===== config.mk =====
export PLATFORM = sky130hd
export DESIGN_NAME = amp_protect
export DESIGN_NICKNAME = d
export VERILOG_FILES = /design/src/shared/amp_protect_pkg.sv /design/src/logic/retry_timer.sv /design/src/logic/thermal_guard.sv /design/src/logic/amp_protect.sv
export SDC_FILE = /design/constraint.sdc
export NUM_CORES = 1
export LEC_CHECK = 0
export ABC_AREA = 1
export BUFFER_PORTS_ARGS = -buffer_cell sky130_fd_sc_hd__buf_4
export CAP_MARGIN = 5
export CELL_PAD_IN_SITES_DETAIL_PLACEMENT = 0
export CELL_PAD_IN_SITES_GLOBAL_PLACEMENT = 1
export CORE_UTILIZATION = 30
export DETAILED_ROUTE_END_ITERATION = 16
export GPL_TIMING_DRIVEN = 0
export PLACE_DENSITY_LB_ADDON = 0.1
export REMOVE_ABC_BUFFERS = 1
export SYNTH_ARGS = -nofsm -noshare
export SYNTH_HDL_FRONTEND = slang
export SYNTH_HIERARCHICAL = 1
export SYNTH_SLANG_ARGS = --single-unit
export TNS_END_PERCENT = 10

===== constraint.sdc =====
create_clock -name clk_sys_i -period 4 [get_ports clk_sys_i]
set_clock_uncertainty 0.2 [all_clocks]
set_input_delay 0.2 -clock clk_sys_i [delete_from_list [all_inputs] [get_ports clk_sys_i]]
set_output_delay 0.2 -clock clk_sys_i [all_outputs]
set_load 0.05 [all_outputs]

===== src/shared/amp_protect_pkg.sv =====
`default_nettype none
package amp_protect_pkg;
	// ****************************************
	// Register map and reset values
	// ****************************************
	localparam logic [7:0]  REG_ERROR_STATUS    = 8'h02;
	localparam logic [7:0]  REG_SHUTDOWN_GROUP  = 8'h19;
	localparam logic [7:0]  REG_RETRY_WAIT      = 8'h1c;
	localparam logic [7:0]  REG_OUTPUT_MUX      = 8'h25;
	localparam logic [7:0]  RST_ERROR_STATUS    = 8'h00;
	localparam logic [7:0]  RST_SHUTDOWN_GROUP  = 8'h00;
	localparam logic [7:0]  RST_RETRY_WAIT      = 8'h0a;
	localparam logic [31:0] RST_OUTPUT_MUX      = 32'h0000_0000;
	// Error status bit positions
	localparam int          ERR_BIT_OC          = 0;
	localparam int          ERR_BIT_OT          = 1;
	localparam int          ERR_BIT_UV          = 2;
	// ****************************************
	// Address strap and protection thresholds
	// ****************************************
	localparam logic [5:0]  ADDR_UPPER          = 6'h0d;
	localparam logic [7:0]  OT_TRIP_C           = 8'h96;
	localparam logic [7:0]  OT_HYST_C           = 8'h1e;
	// Supplies are reported in tenths of a volt
	localparam logic [8:0]  STAGE_MIN_DV        = 9'h04c;
	localparam logic [5:0]  LOGIC_MIN_DV        = 6'h1b;
	// Mono pairings expected by the power stage
	localparam logic [31:0] MONO_MUX_A          = 32'h0110_3245;
	localparam logic [7:0]  MONO_GRP_A          = 8'h35;
	localparam logic [31:0] MONO_MUX_B          = 32'h0101_2345;
	localparam logic [7:0]  MONO_GRP_B          = 8'h3a;
	// ****************************************
	// Timing
	// ****************************************
	localparam int          CLK_PERIOD_NS       = 20;
	localparam int          RETRY_TICK_US       = 1000;
	localparam int          RETRY_TICK_CYCLES   = RETRY_TICK_US * 1000 / CLK_PERIOD_NS;
	// ****************************************
	// Carriers
	// ****************************************
	typedef struct packed {
		logic uv;
		logic ot;
		logic oc;
	} cause_t;
	typedef struct packed {
		logic       stb;
		logic [7:0] ptr;
		logic [1:0] bidx;
		logic [7:0] data;
	} reg_wr_t;
	// Bytes held by a register, zero when unmapped
	function automatic logic [2:0] reg_bytes(input logic [7:0] ptr);
		case (ptr)
			REG_ERROR_STATUS, REG_SHUTDOWN_GROUP, REG_RETRY_WAIT: reg_bytes = 3'h1;
			REG_OUTPUT_MUX: reg_bytes = 3'h4;
			default: reg_bytes = 3'h0;
		endcase
	endfunction : reg_bytes
endpackage : amp_protect_pkg
`default_nettype wire


===== src/logic/retry_timer.sv =====
`timescale 1ns/1ns
`default_nettype none
module retry_timer #(
	parameter int TICK_CYCLES = amp_protect_pkg::RETRY_TICK_CYCLES
) (
	input  wire logic       clk_sys_i,
	input  wire logic       rst_b_i,
	input  wire logic       load_i,
	input  wire logic [7:0] wait_i,
	output logic            done_o
);
	logic [31:0] div;     // Cycles within one tick
	logic [7:0]  remain;  // Ticks still to run
	logic        busy;    // Interval running
	logic        tick;    // One-cycle tick enable
	assign tick = busy && (div == 32'(TICK_CYCLES - 1));
	// Tick divider, restarted by every load so the first tick is a full one
	always_ff @(posedge clk_sys_i or negedge rst_b_i) begin
		if (!rst_b_i) begin
			div <= 32'h0;
		end else if (load_i || !busy || tick) begin
			div <= 32'h0;
		end else begin
			div <= div + 32'h1;
		end
	end
	// Down-counter; a zero setting still waits one tick
	always_ff @(posedge clk_sys_i or negedge rst_b_i) begin
		if (!rst_b_i) begin
			remain <= 8'h0;
			busy   <= 1'b0;
			done_o <= 1'b0;
		end else if (load_i) begin
			remain <= (wait_i == 8'h0) ? 8'h1 : wait_i;
			busy   <= 1'b1;
			done_o <= 1'b0;
		end else if (tick) begin
			remain <= remain - 8'h1;
			busy   <= (remain != 8'h1);
			done_o <= (remain == 8'h1);
		end else begin
			done_o <= 1'b0;
		end
	end
endmodule : retry_timer
`default_nettype wire


===== src/logic/thermal_guard.sv =====
`timescale 1ns/1ns
`default_nettype none
module thermal_guard (
	input  wire logic       clk_sys_i,
	input  wire logic       rst_b_i,
	input  wire logic [7:0] temp_c_i,
	output logic            ot_o
);
	// hysteresis release
	// Trip above the limit, release only after a full hysteresis drop
	always_ff @(posedge clk_sys_i or negedge rst_b_i) begin
		if (!rst_b_i) begin
			ot_o <= 1'b0;
		end else if (temp_c_i > amp_protect_pkg::OT_TRIP_C) begin
			ot_o <= 1'b1;
		end else if (temp_c_i <= amp_protect_pkg::OT_TRIP_C - amp_protect_pkg::OT_HYST_C) begin
			ot_o <= 1'b0;
		end
	end
endmodule : thermal_guard
`default_nettype wire


===== src/logic/amp_protect.sv =====
// Overview of operation
// - Strap pin high gives 0011011, low 0011010
// - Address held after power-up; pin becomes fault
// - Fault pin pulled low at once on error
// - Fault pin released when error status cleared
// - Wait programmed interval before retrying playback
// - Error gone at retry: resume; pin high once status cleared
// - Error present at retry: protect, rewait
// - Fault causes: overcurrent, overtemperature, undervoltage
// - Mono mode: pairs A/B and C/D trip together
// - Select pin floating low means stereo mode
// - Persistent overcurrent holds outputs high impedance until a clean retry
// - Overcurrent recovery once output fault removed
// - Any overcurrent shuts all four half-bridges
// - Above 150 C all outputs high impedance
// - Thermal release after 30 C drop
// - Power-on clears overload; run needs 7.6/2.7 V
// - Undervoltage forces outputs high impedance immediately
// - I2C slave, 100/400 kHz, single/multi-byte
`timescale 1ns/1ns
`default_nettype none
module amp_protect #(
	parameter int RETRY_TICK_CYCLES = amp_protect_pkg::RETRY_TICK_CYCLES
) (
	input  wire logic        clk_sys_i,
	input  wire logic        rst_b_i,
	input  wire logic        scl_i,
	input  wire logic        sda_i,
	output logic             sda_o,
	output logic             sda_oe_b_o,
	input  wire logic        adr_fault_i,
	output logic             adr_fault_o,
	output logic             adr_fault_oe_b_o,
	input  wire logic        parallel_bridge_select_i,
	input  wire logic [3:0]  oc_detect_i,
	input  wire logic [7:0]  temp_c_i,
	input  wire logic [8:0]  power_stage_supply_i,
	input  wire logic [5:0]  logic_supply_i,
	output logic [3:0]       bridge_hiz_o,
	output logic             playback_en_o,
	output logic [6:0]       slave_addr_o,
	output logic [7:0]       shutdown_group_o,
	output logic [31:0]      output_mux_o,
	output logic             mono_cfg_ok_o
);
	// ****************************************
	// Types and signals
	// ****************************************
	typedef enum logic [1:0] {st_boot, st_run, st_protect} prot_state_t;
	typedef enum logic [3:0] {
		i_idle, i_addr, i_aack, i_ptr, i_pack, i_wdata, i_wack, i_rdata, i_rack
	} i2c_state_t;
	prot_state_t              prot_state;      // Protection sequencer
	i2c_state_t               i2c_state;       // Serial slave state
	amp_protect_pkg::cause_t  causes;          // Live fault causes
	amp_protect_pkg::reg_wr_t wr;              // One-cycle register write
	logic [7:0]               error_status;    // Sticky fault record
	logic [7:0]               fault_retry_wait;// Retry interval in ticks
	logic                     addr_sel;        // Strap level
	logic                     boot_done;       // Strap held, pin is fault
	logic                     cause_any;       // Any fault present
	logic                     uv_now;          // Supply below threshold
	logic                     ot_flag;         // Thermal shutdown level
	logic [3:0]               pair_trip;       // Overcurrent after pairing
	logic                     retry_done;      // Interval elapsed pulse
	logic                     retry_load;      // Start or restart interval
	logic                     scl_q;           // Previous SCL
	logic                     sda_q;           // Previous SDA
	logic                     scl_rise;
	logic                     scl_fall;
	logic                     bus_start;
	logic                     bus_stop;
	logic [3:0]               bit_cnt;         // Bits in current byte
	logic [7:0]               shift;           // Received byte
	logic [7:0]               rbyte;           // Byte being sent
	logic                     rw;              // Read transfer
	logic                     nack;            // Master declined more
	logic [7:0]               ptr;             // Register pointer
	logic [1:0]               bidx;            // Byte within register
	logic [9:0]               npos;            // Pointer after this byte
	logic                     drive_low;       // Slave pulls SDA
	// Pointer advance: next byte lane, or next register when full
	function automatic logic [9:0] next_pos(input logic [7:0] p, input logic [1:0] b);
		logic [2:0] nb;
		nb = amp_protect_pkg::reg_bytes(p);
		if ({1'b0, b} + 3'h1 >= nb) begin
			next_pos = {p + 8'h1, 2'h0};
		end else begin
			next_pos = {p, b + 2'h1};
		end
	endfunction : next_pos
	// Read data lane; unmapped addresses read zero
	function automatic logic [7:0] rd_byte(input logic [7:0] p, input logic [1:0] b);
		case (p)
			amp_protect_pkg::REG_ERROR_STATUS: rd_byte = error_status;
			amp_protect_pkg::REG_SHUTDOWN_GROUP: rd_byte = shutdown_group_o;
			amp_protect_pkg::REG_RETRY_WAIT: rd_byte = fault_retry_wait;
			amp_protect_pkg::REG_OUTPUT_MUX: rd_byte = output_mux_o[8*(3-b) +: 8];
			default: rd_byte = 8'h00;
		endcase
	endfunction : rd_byte
	// ****************************************
	// Fault causes
	// ****************************************
	// pair grouping
	assign pair_trip = parallel_bridge_select_i ?
		{{2{|oc_detect_i[3:2]}}, {2{|oc_detect_i[1:0]}}} : oc_detect_i;
	assign uv_now = (power_stage_supply_i < amp_protect_pkg::STAGE_MIN_DV) ||
		(logic_supply_i < amp_protect_pkg::LOGIC_MIN_DV);
	assign causes = '{uv: uv_now, ot: ot_flag, oc: |pair_trip};
	assign cause_any = |causes;
	assign boot_done = (prot_state != st_boot);
	thermal_guard u_thermal (
		.clk_sys_i (clk_sys_i),
		.rst_b_i   (rst_b_i),
		.temp_c_i  (temp_c_i),
		.ot_o      (ot_flag)
	);
	// ****************************************
	// Protection sequencer
	// ****************************************
	// reload on entry and on every failed retry
	assign retry_load = ((prot_state == st_run) && cause_any) ||
		((prot_state == st_protect) && retry_done && cause_any);
	retry_timer #(.TICK_CYCLES(RETRY_TICK_CYCLES)) u_retry (
		.clk_sys_i (clk_sys_i),
		.rst_b_i   (rst_b_i),
		.load_i    (retry_load),
		.wait_i    (fault_retry_wait),
		.done_o    (retry_done)
	);
	// Boot holds until supplies are good, then run/protect loop
	always_ff @(posedge clk_sys_i or negedge rst_b_i) begin
		if (!rst_b_i) begin
			prot_state <= st_boot;
		end else begin
			case (prot_state)
				st_boot: begin
					if (!uv_now) begin
						prot_state <= st_run;
					end
				end
				st_run: begin
					if (cause_any) begin
						prot_state <= st_protect;
					end
				end
				// resume only when clean at the retry point
				st_protect: begin
					if (retry_done && !cause_any) begin
						prot_state <= st_run;
					end
				end
				default: prot_state <= st_boot;
			endcase
		end
	end
	// all four half-bridges go high impedance together
	assign bridge_hiz_o  = (prot_state != st_run || cause_any) ? 4'hf : 4'h0;
	assign playback_en_o = (prot_state == st_run) && !cause_any;
	// ****************************************
	// Address strap and fault pin
	// ****************************************
	// follow the strap while booting, hold it afterwards
	always_ff @(posedge clk_sys_i or negedge rst_b_i) begin
		if (!rst_b_i) begin
			addr_sel <= 1'b0;
		end else if (prot_state == st_boot) begin
			addr_sel <= adr_fault_i;
		end
	end
	// strap fills the lowest address bit
	assign slave_addr_o = {amp_protect_pkg::ADDR_UPPER, addr_sel};
	// live cause pulls low before the status bit lands
	assign adr_fault_o      = 1'b0;
	assign adr_fault_oe_b_o = !(boot_done && ((|error_status) || cause_any));
	// ****************************************
	// Registers
	// ****************************************
	// status clears by write, but a new event wins over the clear
	always_ff @(posedge clk_sys_i or negedge rst_b_i) begin
		if (!rst_b_i) begin
			error_status <= amp_protect_pkg::RST_ERROR_STATUS;
		end else if (wr.stb && wr.ptr == amp_protect_pkg::REG_ERROR_STATUS) begin
			error_status <= wr.data | (boot_done ? {5'h0, causes} : 8'h00);
		end else if (boot_done) begin
			error_status <= error_status | {5'h0, causes};
		end
	end
	// Configuration registers; the mux takes its bytes high lane first
	always_ff @(posedge clk_sys_i or negedge rst_b_i) begin
		if (!rst_b_i) begin
			shutdown_group_o <= amp_protect_pkg::RST_SHUTDOWN_GROUP;
			fault_retry_wait <= amp_protect_pkg::RST_RETRY_WAIT;
			output_mux_o     <= amp_protect_pkg::RST_OUTPUT_MUX;
		end else if (wr.stb) begin
			case (wr.ptr)
				amp_protect_pkg::REG_SHUTDOWN_GROUP: shutdown_group_o <= wr.data;
				amp_protect_pkg::REG_RETRY_WAIT: fault_retry_wait <= wr.data;
				amp_protect_pkg::REG_OUTPUT_MUX: output_mux_o[8*(3-wr.bidx) +: 8] <= wr.data;
				default: ;
			endcase
		end
	end
	assign mono_cfg_ok_o =
		(output_mux_o == amp_protect_pkg::MONO_MUX_A &&
		 shutdown_group_o == amp_protect_pkg::MONO_GRP_A) ||
		(output_mux_o == amp_protect_pkg::MONO_MUX_B &&
		 shutdown_group_o == amp_protect_pkg::MONO_GRP_B);
	// ****************************************
	// Serial control slave
	// ****************************************
	// Edge history; pins are already in this clock domain
	always_ff @(posedge clk_sys_i or negedge rst_b_i) begin
		if (!rst_b_i) begin
			scl_q <= 1'b1;
			sda_q <= 1'b1;
		end else begin
			scl_q <= scl_i;
			sda_q <= sda_i;
		end
	end
	// edge detection is ample at 400 kHz
	assign scl_rise  = scl_i && !scl_q;
	assign scl_fall  = !scl_i && scl_q;
	assign bus_start = scl_i && scl_q && sda_q && !sda_i;
	assign bus_stop  = scl_i && scl_q && !sda_q && sda_i;
	assign npos      = next_pos(ptr, bidx);
	// Byte engine: receive on rise, change data and leave ack on fall
	always_ff @(posedge clk_sys_i or negedge rst_b_i) begin
		if (!rst_b_i) begin
			i2c_state <= i_idle;
			bit_cnt   <= 4'h0;
			shift     <= 8'h00;
			rbyte     <= 8'h00;
			rw        <= 1'b0;
			nack      <= 1'b0;
			ptr       <= 8'h00;
			bidx      <= 2'h0;
			wr        <= '0;
		end else begin
			wr.stb <= 1'b0;
			if (!boot_done || bus_stop) begin
				i2c_state <= i_idle;
			end else if (bus_start) begin
				i2c_state <= i_addr;
				bit_cnt   <= 4'h0;
			end else begin
				case (i2c_state)
					i_addr, i_ptr, i_wdata: begin
						if (scl_rise) begin
							shift   <= {shift[6:0], sda_i};
							bit_cnt <= bit_cnt + 4'h1;
						end else if (scl_fall && bit_cnt == 4'h8) begin
							bit_cnt <= 4'h0;
							if (i2c_state == i_addr) begin
								// Foreign address: stay off the bus
								rw        <= shift[0];
								i2c_state <= (shift[7:1] == slave_addr_o) ? i_aack : i_idle;
							end else if (i2c_state == i_ptr) begin
								ptr       <= shift;
								bidx      <= 2'h0;
								i2c_state <= i_pack;
							end else begin
								// Unmapped targets are acked and dropped
								wr        <= '{stb: 1'b1, ptr: ptr, bidx: bidx, data: shift};
								{ptr, bidx} <= npos;
								i2c_state <= i_wack;
							end
						end
					end
					i_aack: begin
						if (scl_fall) begin
							rbyte     <= rd_byte(ptr, bidx);
							i2c_state <= rw ? i_rdata : i_ptr;
						end
					end
					i_pack, i_wack: begin
						if (scl_fall) begin
							i2c_state <= i_wdata;
						end
					end
					i_rdata: begin
						if (scl_rise) begin
							bit_cnt <= bit_cnt + 4'h1;
						end else if (scl_fall && bit_cnt == 4'h8) begin
							bit_cnt     <= 4'h0;
							{ptr, bidx} <= npos;
							i2c_state   <= i_rack;
						end else if (scl_fall) begin
							rbyte <= {rbyte[6:0], 1'b0};
						end
					end
					i_rack: begin
						if (scl_rise) begin
							nack <= sda_i;
						end else if (scl_fall) begin
							rbyte     <= rd_byte(ptr, bidx);
							i2c_state <= nack ? i_idle : i_rdata;
						end
					end
					default: i2c_state <= i_idle;
				endcase
			end
		end
	end
	// Open-drain data: only ever pulls low
	assign drive_low  = (i2c_state == i_aack) || (i2c_state == i_pack) ||
		(i2c_state == i_wack) || (i2c_state == i_rdata && !rbyte[7]);
	assign sda_o      = 1'b0;
	assign sda_oe_b_o = !drive_low;
endmodule : amp_protect
`default_nettype wire


==> results.yml <==
run_status:
  status: "finished clean"
power:
  p_clk_frac: 0.407
  seqPwrFrac: 0.414
  leakagePower_nw: 5.19
  peakVddDrop_mv: 0.264
  p_comb_frac: 0.179
  powerDensity_nw_per_um2: 396
  internal_power_mw: 2.99
  p_sw_frac: 0.310
  power_mw: 4.33
  switchingPower_mw: 1.34
grt:
  gr-max-usage-layer: "met2"
  grtUsageTotal: 0.196
  grt_pass1_vias: 8191
  grt_max_degree: 83
  grt_pass1_wl_mm: 46.8
  gr-usage-met1: 0.288
  met2_usage: 0.293
  antenna_found_initial: 0
  grt_remaining_overflow: 0
  use_met3: 0.0341
setup_path:
  slowest_stage: "nor2_1"
  path_class: "register to register"
  crit_family: "simple AND/OR/NAND/NOR gates"
  worst-path-max-fanout: 14
  startpoint_type: "register"
  cp-startpoint: "ptr[1]"
  end_kind: "register"
  critPathBufInv: 3
  cp_data_required_time_ps: 4140
  worstPathArrival_ps: 3310
  cpPeakStageDelay_ps: 630
  cpMostUsedCell: "nand2_1"
  crit-reg2reg-launch: "ptr[1]"
  crit_chain: "inv_1 -> ha_1 -> nand2_1 -> inv_1 -> nand2_1 -> nor2_1 -> inv_1 -> ha_1 -> nand2_1 -> nand2_1 -> nand2_1 -> o21ai_0 -> nand3_1 -> nand2_1 -> nand2_1"
yosys:
  syn_area_um2: 9360
  synthMuxAreaShare: 0
  synth_warnings: 6
  synth_seq_area_share: 0.426
  synth-edff-count: 0
  synth_top_cell_by_area: "dfrtp_1"
  synth-adder-area-share: 0.0227
  synth_top_family_by_area: "simple AND/OR/NAND/NOR gates"
  synth_compound_area_frac: 0.0884
  yosys.area_share.simple: 0.359
  ys_top_cells_by_area: "dfrtp_1, nand2_1, nor2_1"
  synth_cell_type_count: 39
  syn_inst: 1319
  synth.avg_cell_area_um2: 7.09
  synth-xor-area-share: 0.0131
  async_reset_ff_frac: 1.00
  ys_ff_latch: 159
  synth_top_area_frac: 0.414
  synth_ff_type: "dfrtp_1"
floorplanning:
  coreArea_um2: 30700
  start_util: 0.305
  ioPinCount: 90
  rows: 64
  die_h_um: 179
  dieArea_um2: 31900
  die_w_um: 179
timing:
  fmax_mhz: 315
  setup_viol: 0
  slew_violations: 0
  finalCritPeriodShare: 0.795
  relSlewSlack: 0.378
  min_period_ps: 3180
  whs_ps: 21.3
  tightest_slew_ps: 933
  tns_ps: 0
  hold_violations: 0
  rsz0062_at_grt: "no"
clock_network:
  clk_latency_ps: 440
  cts.sinks: 159
  cts_buffers: 17
  clk_pin_slew_ps: 70
  cts_tree: "done"
  htree_levels: 4
  clock-root-buffer: "clkbuf_16"
  clockBufferDepth: 2
  cts_resized: 0
drt:
  antenna_left: 0
  finalWirelength_mm: 29.7
  avgViaCountPerCell: 4.75
  wl_per_cell_um: 16.5
  drt_first_iter_violations: 567
  firstDrtPassIters: 5
  drc: 0
  vias: 8541
final_layout:
  areaGrowthSynthToFinish_pct: 16.9
  final_nets: 1440
  drive_gt1_frac: 0.108
  final_core_util: 0.357
  n_antenna_cell: 0
  fin_cells: 1799
place:
  dp_hpwl_mm: 22.0
  gp_congestion: 0.826
  post-place-cells: 1760
  portBuffers: 78
flow_run:
  maxCapViolCount: 0
min_path:
  worstHoldStart: "oc_detect_i[2]"
  worstHoldPathType: "primary input to register"
worst min-delay path, cell delays in order:
cell	delay, ps
buf_4	70
nor2_1	30
nand2_1	150
nand2_1	80
o211ai_1	90
through the flow:
step	instance area (um^2)	setup slack, ps
4_1_cts	10900	830
3_5_place_dp	10300	812
5_1_grt	10900	458
2_1_floorplan	9130	24.9
3_3_place_gp	10200	817
6_report	10900	821
layout by cell type (no fill, tap or decap), drive strengths merged, types with 6 or more instances in the layout:
master,count
nand2,401
nor2,182
inv,157
dfrtp,155
nand3,123
o21ai,101
buf,80
nand4,30
a21oi,28
nor3,23
clkbuf,21
ha,17
o211ai,16
nor4,10
xor2,8
conb,8
dlygate4sd3,7
xnor2,6
clkinv,6
power by group through the flow:
stage | Clock (mW) | Combinational (mW) | Sequential (mW)
final | 1.76 | 0.776 | 1.79
after global routing | 1.87 | 0.890 | 1.81
after CTS | 1.82 | 0.795 | 1.79
after detailed placement | 0 | 0.787 | 1.82
after global placement | 0 | 0.784 | 1.82
after floorplan | 0 | 0.522 | 1.81
synthesized netlist by cell type (15+ instances only):
library cell  instances
nand2_1             397
nor2_1              170
dfrtp_1             155
inv_1               151
nand3_1             115
o21ai_0              71
nand4_1              30
o21ai_1              30
a21oi_1              27
nor3_1               20
ha_1                 17
o211ai_1             16
buf_4                15
area by class of cell:
type | count | area [um^2]
fill | 3325 | 19700
multi-input combinational | 967 | 4550
tap | 396 | 495
timing repair buffer | 87 | 698
clock buffer | 21 | 450
sequential | 159 | 3980
inverter | 158 | 593
clock inverter | 11 | 164
routing by layer:
metal / part of all wire / vias up
met1: 0.51 / 4039
met4: 0.0091 / 0
met5: 0 / -
met2: 0.44 / 135
li1: - / 4351
met3: 0.040 / 16
final timing paths:
path	slack, ps	end	depth (start not counted)
worst min-delay path	20	error_status[0]	5
max in group asynchronous	2550	scl_q	3
worst max-delay path	820	ptr[7]	15
worst min register to register	280	rbyte[0]	2
worst max register to register	820	ptr[7]	15
min in group asynchronous	140	u_retry/remain[7]	2
registers in the layout, summed over array words and instances (netlist names):
signal            cells
addr_sel              1
bidx                  2
bit_cnt               4
error_status          8
fault_retry_wait      8
i2c_state             4
nack                  1
output_mux_o         32
prot_state            2
ptr                   8
rbyte                 8
rw                    1
scl_q                 1
sda_q                 1
shift                 8
shutdown_group_o      8
u_retry/busy          1
u_retry/div          32
u_retry/done_o        1
u_retry/remain        8
u_thermal/ot_o        1
wr                   19
logic make-up (layout without fill, tap and decap cells):
| kind of cell | count (synthesis) | in the layout |
|---|---|---|
| flip-flops | 159 | 159 |
| AND/OR/NAND/NOR | 775 | 775 |
| AO/OA/AOI/OAI | 153 | 153 |
| buffers and inverters | 199 | 277 |
| other | 2 | 8 |
| adder cells (fa/ha/maj) | 17 | 17 |
| XOR/XNOR | 14 | 14 |
repair_timing:
action	4_1_cts	5_1_grt
buffers inserted	0	0
hold endpoints to repair	83	0
hold buffers	7	0
endpoints found under the setup margin	0	0
No activity file was read; power rests on OpenSTA's default activity.
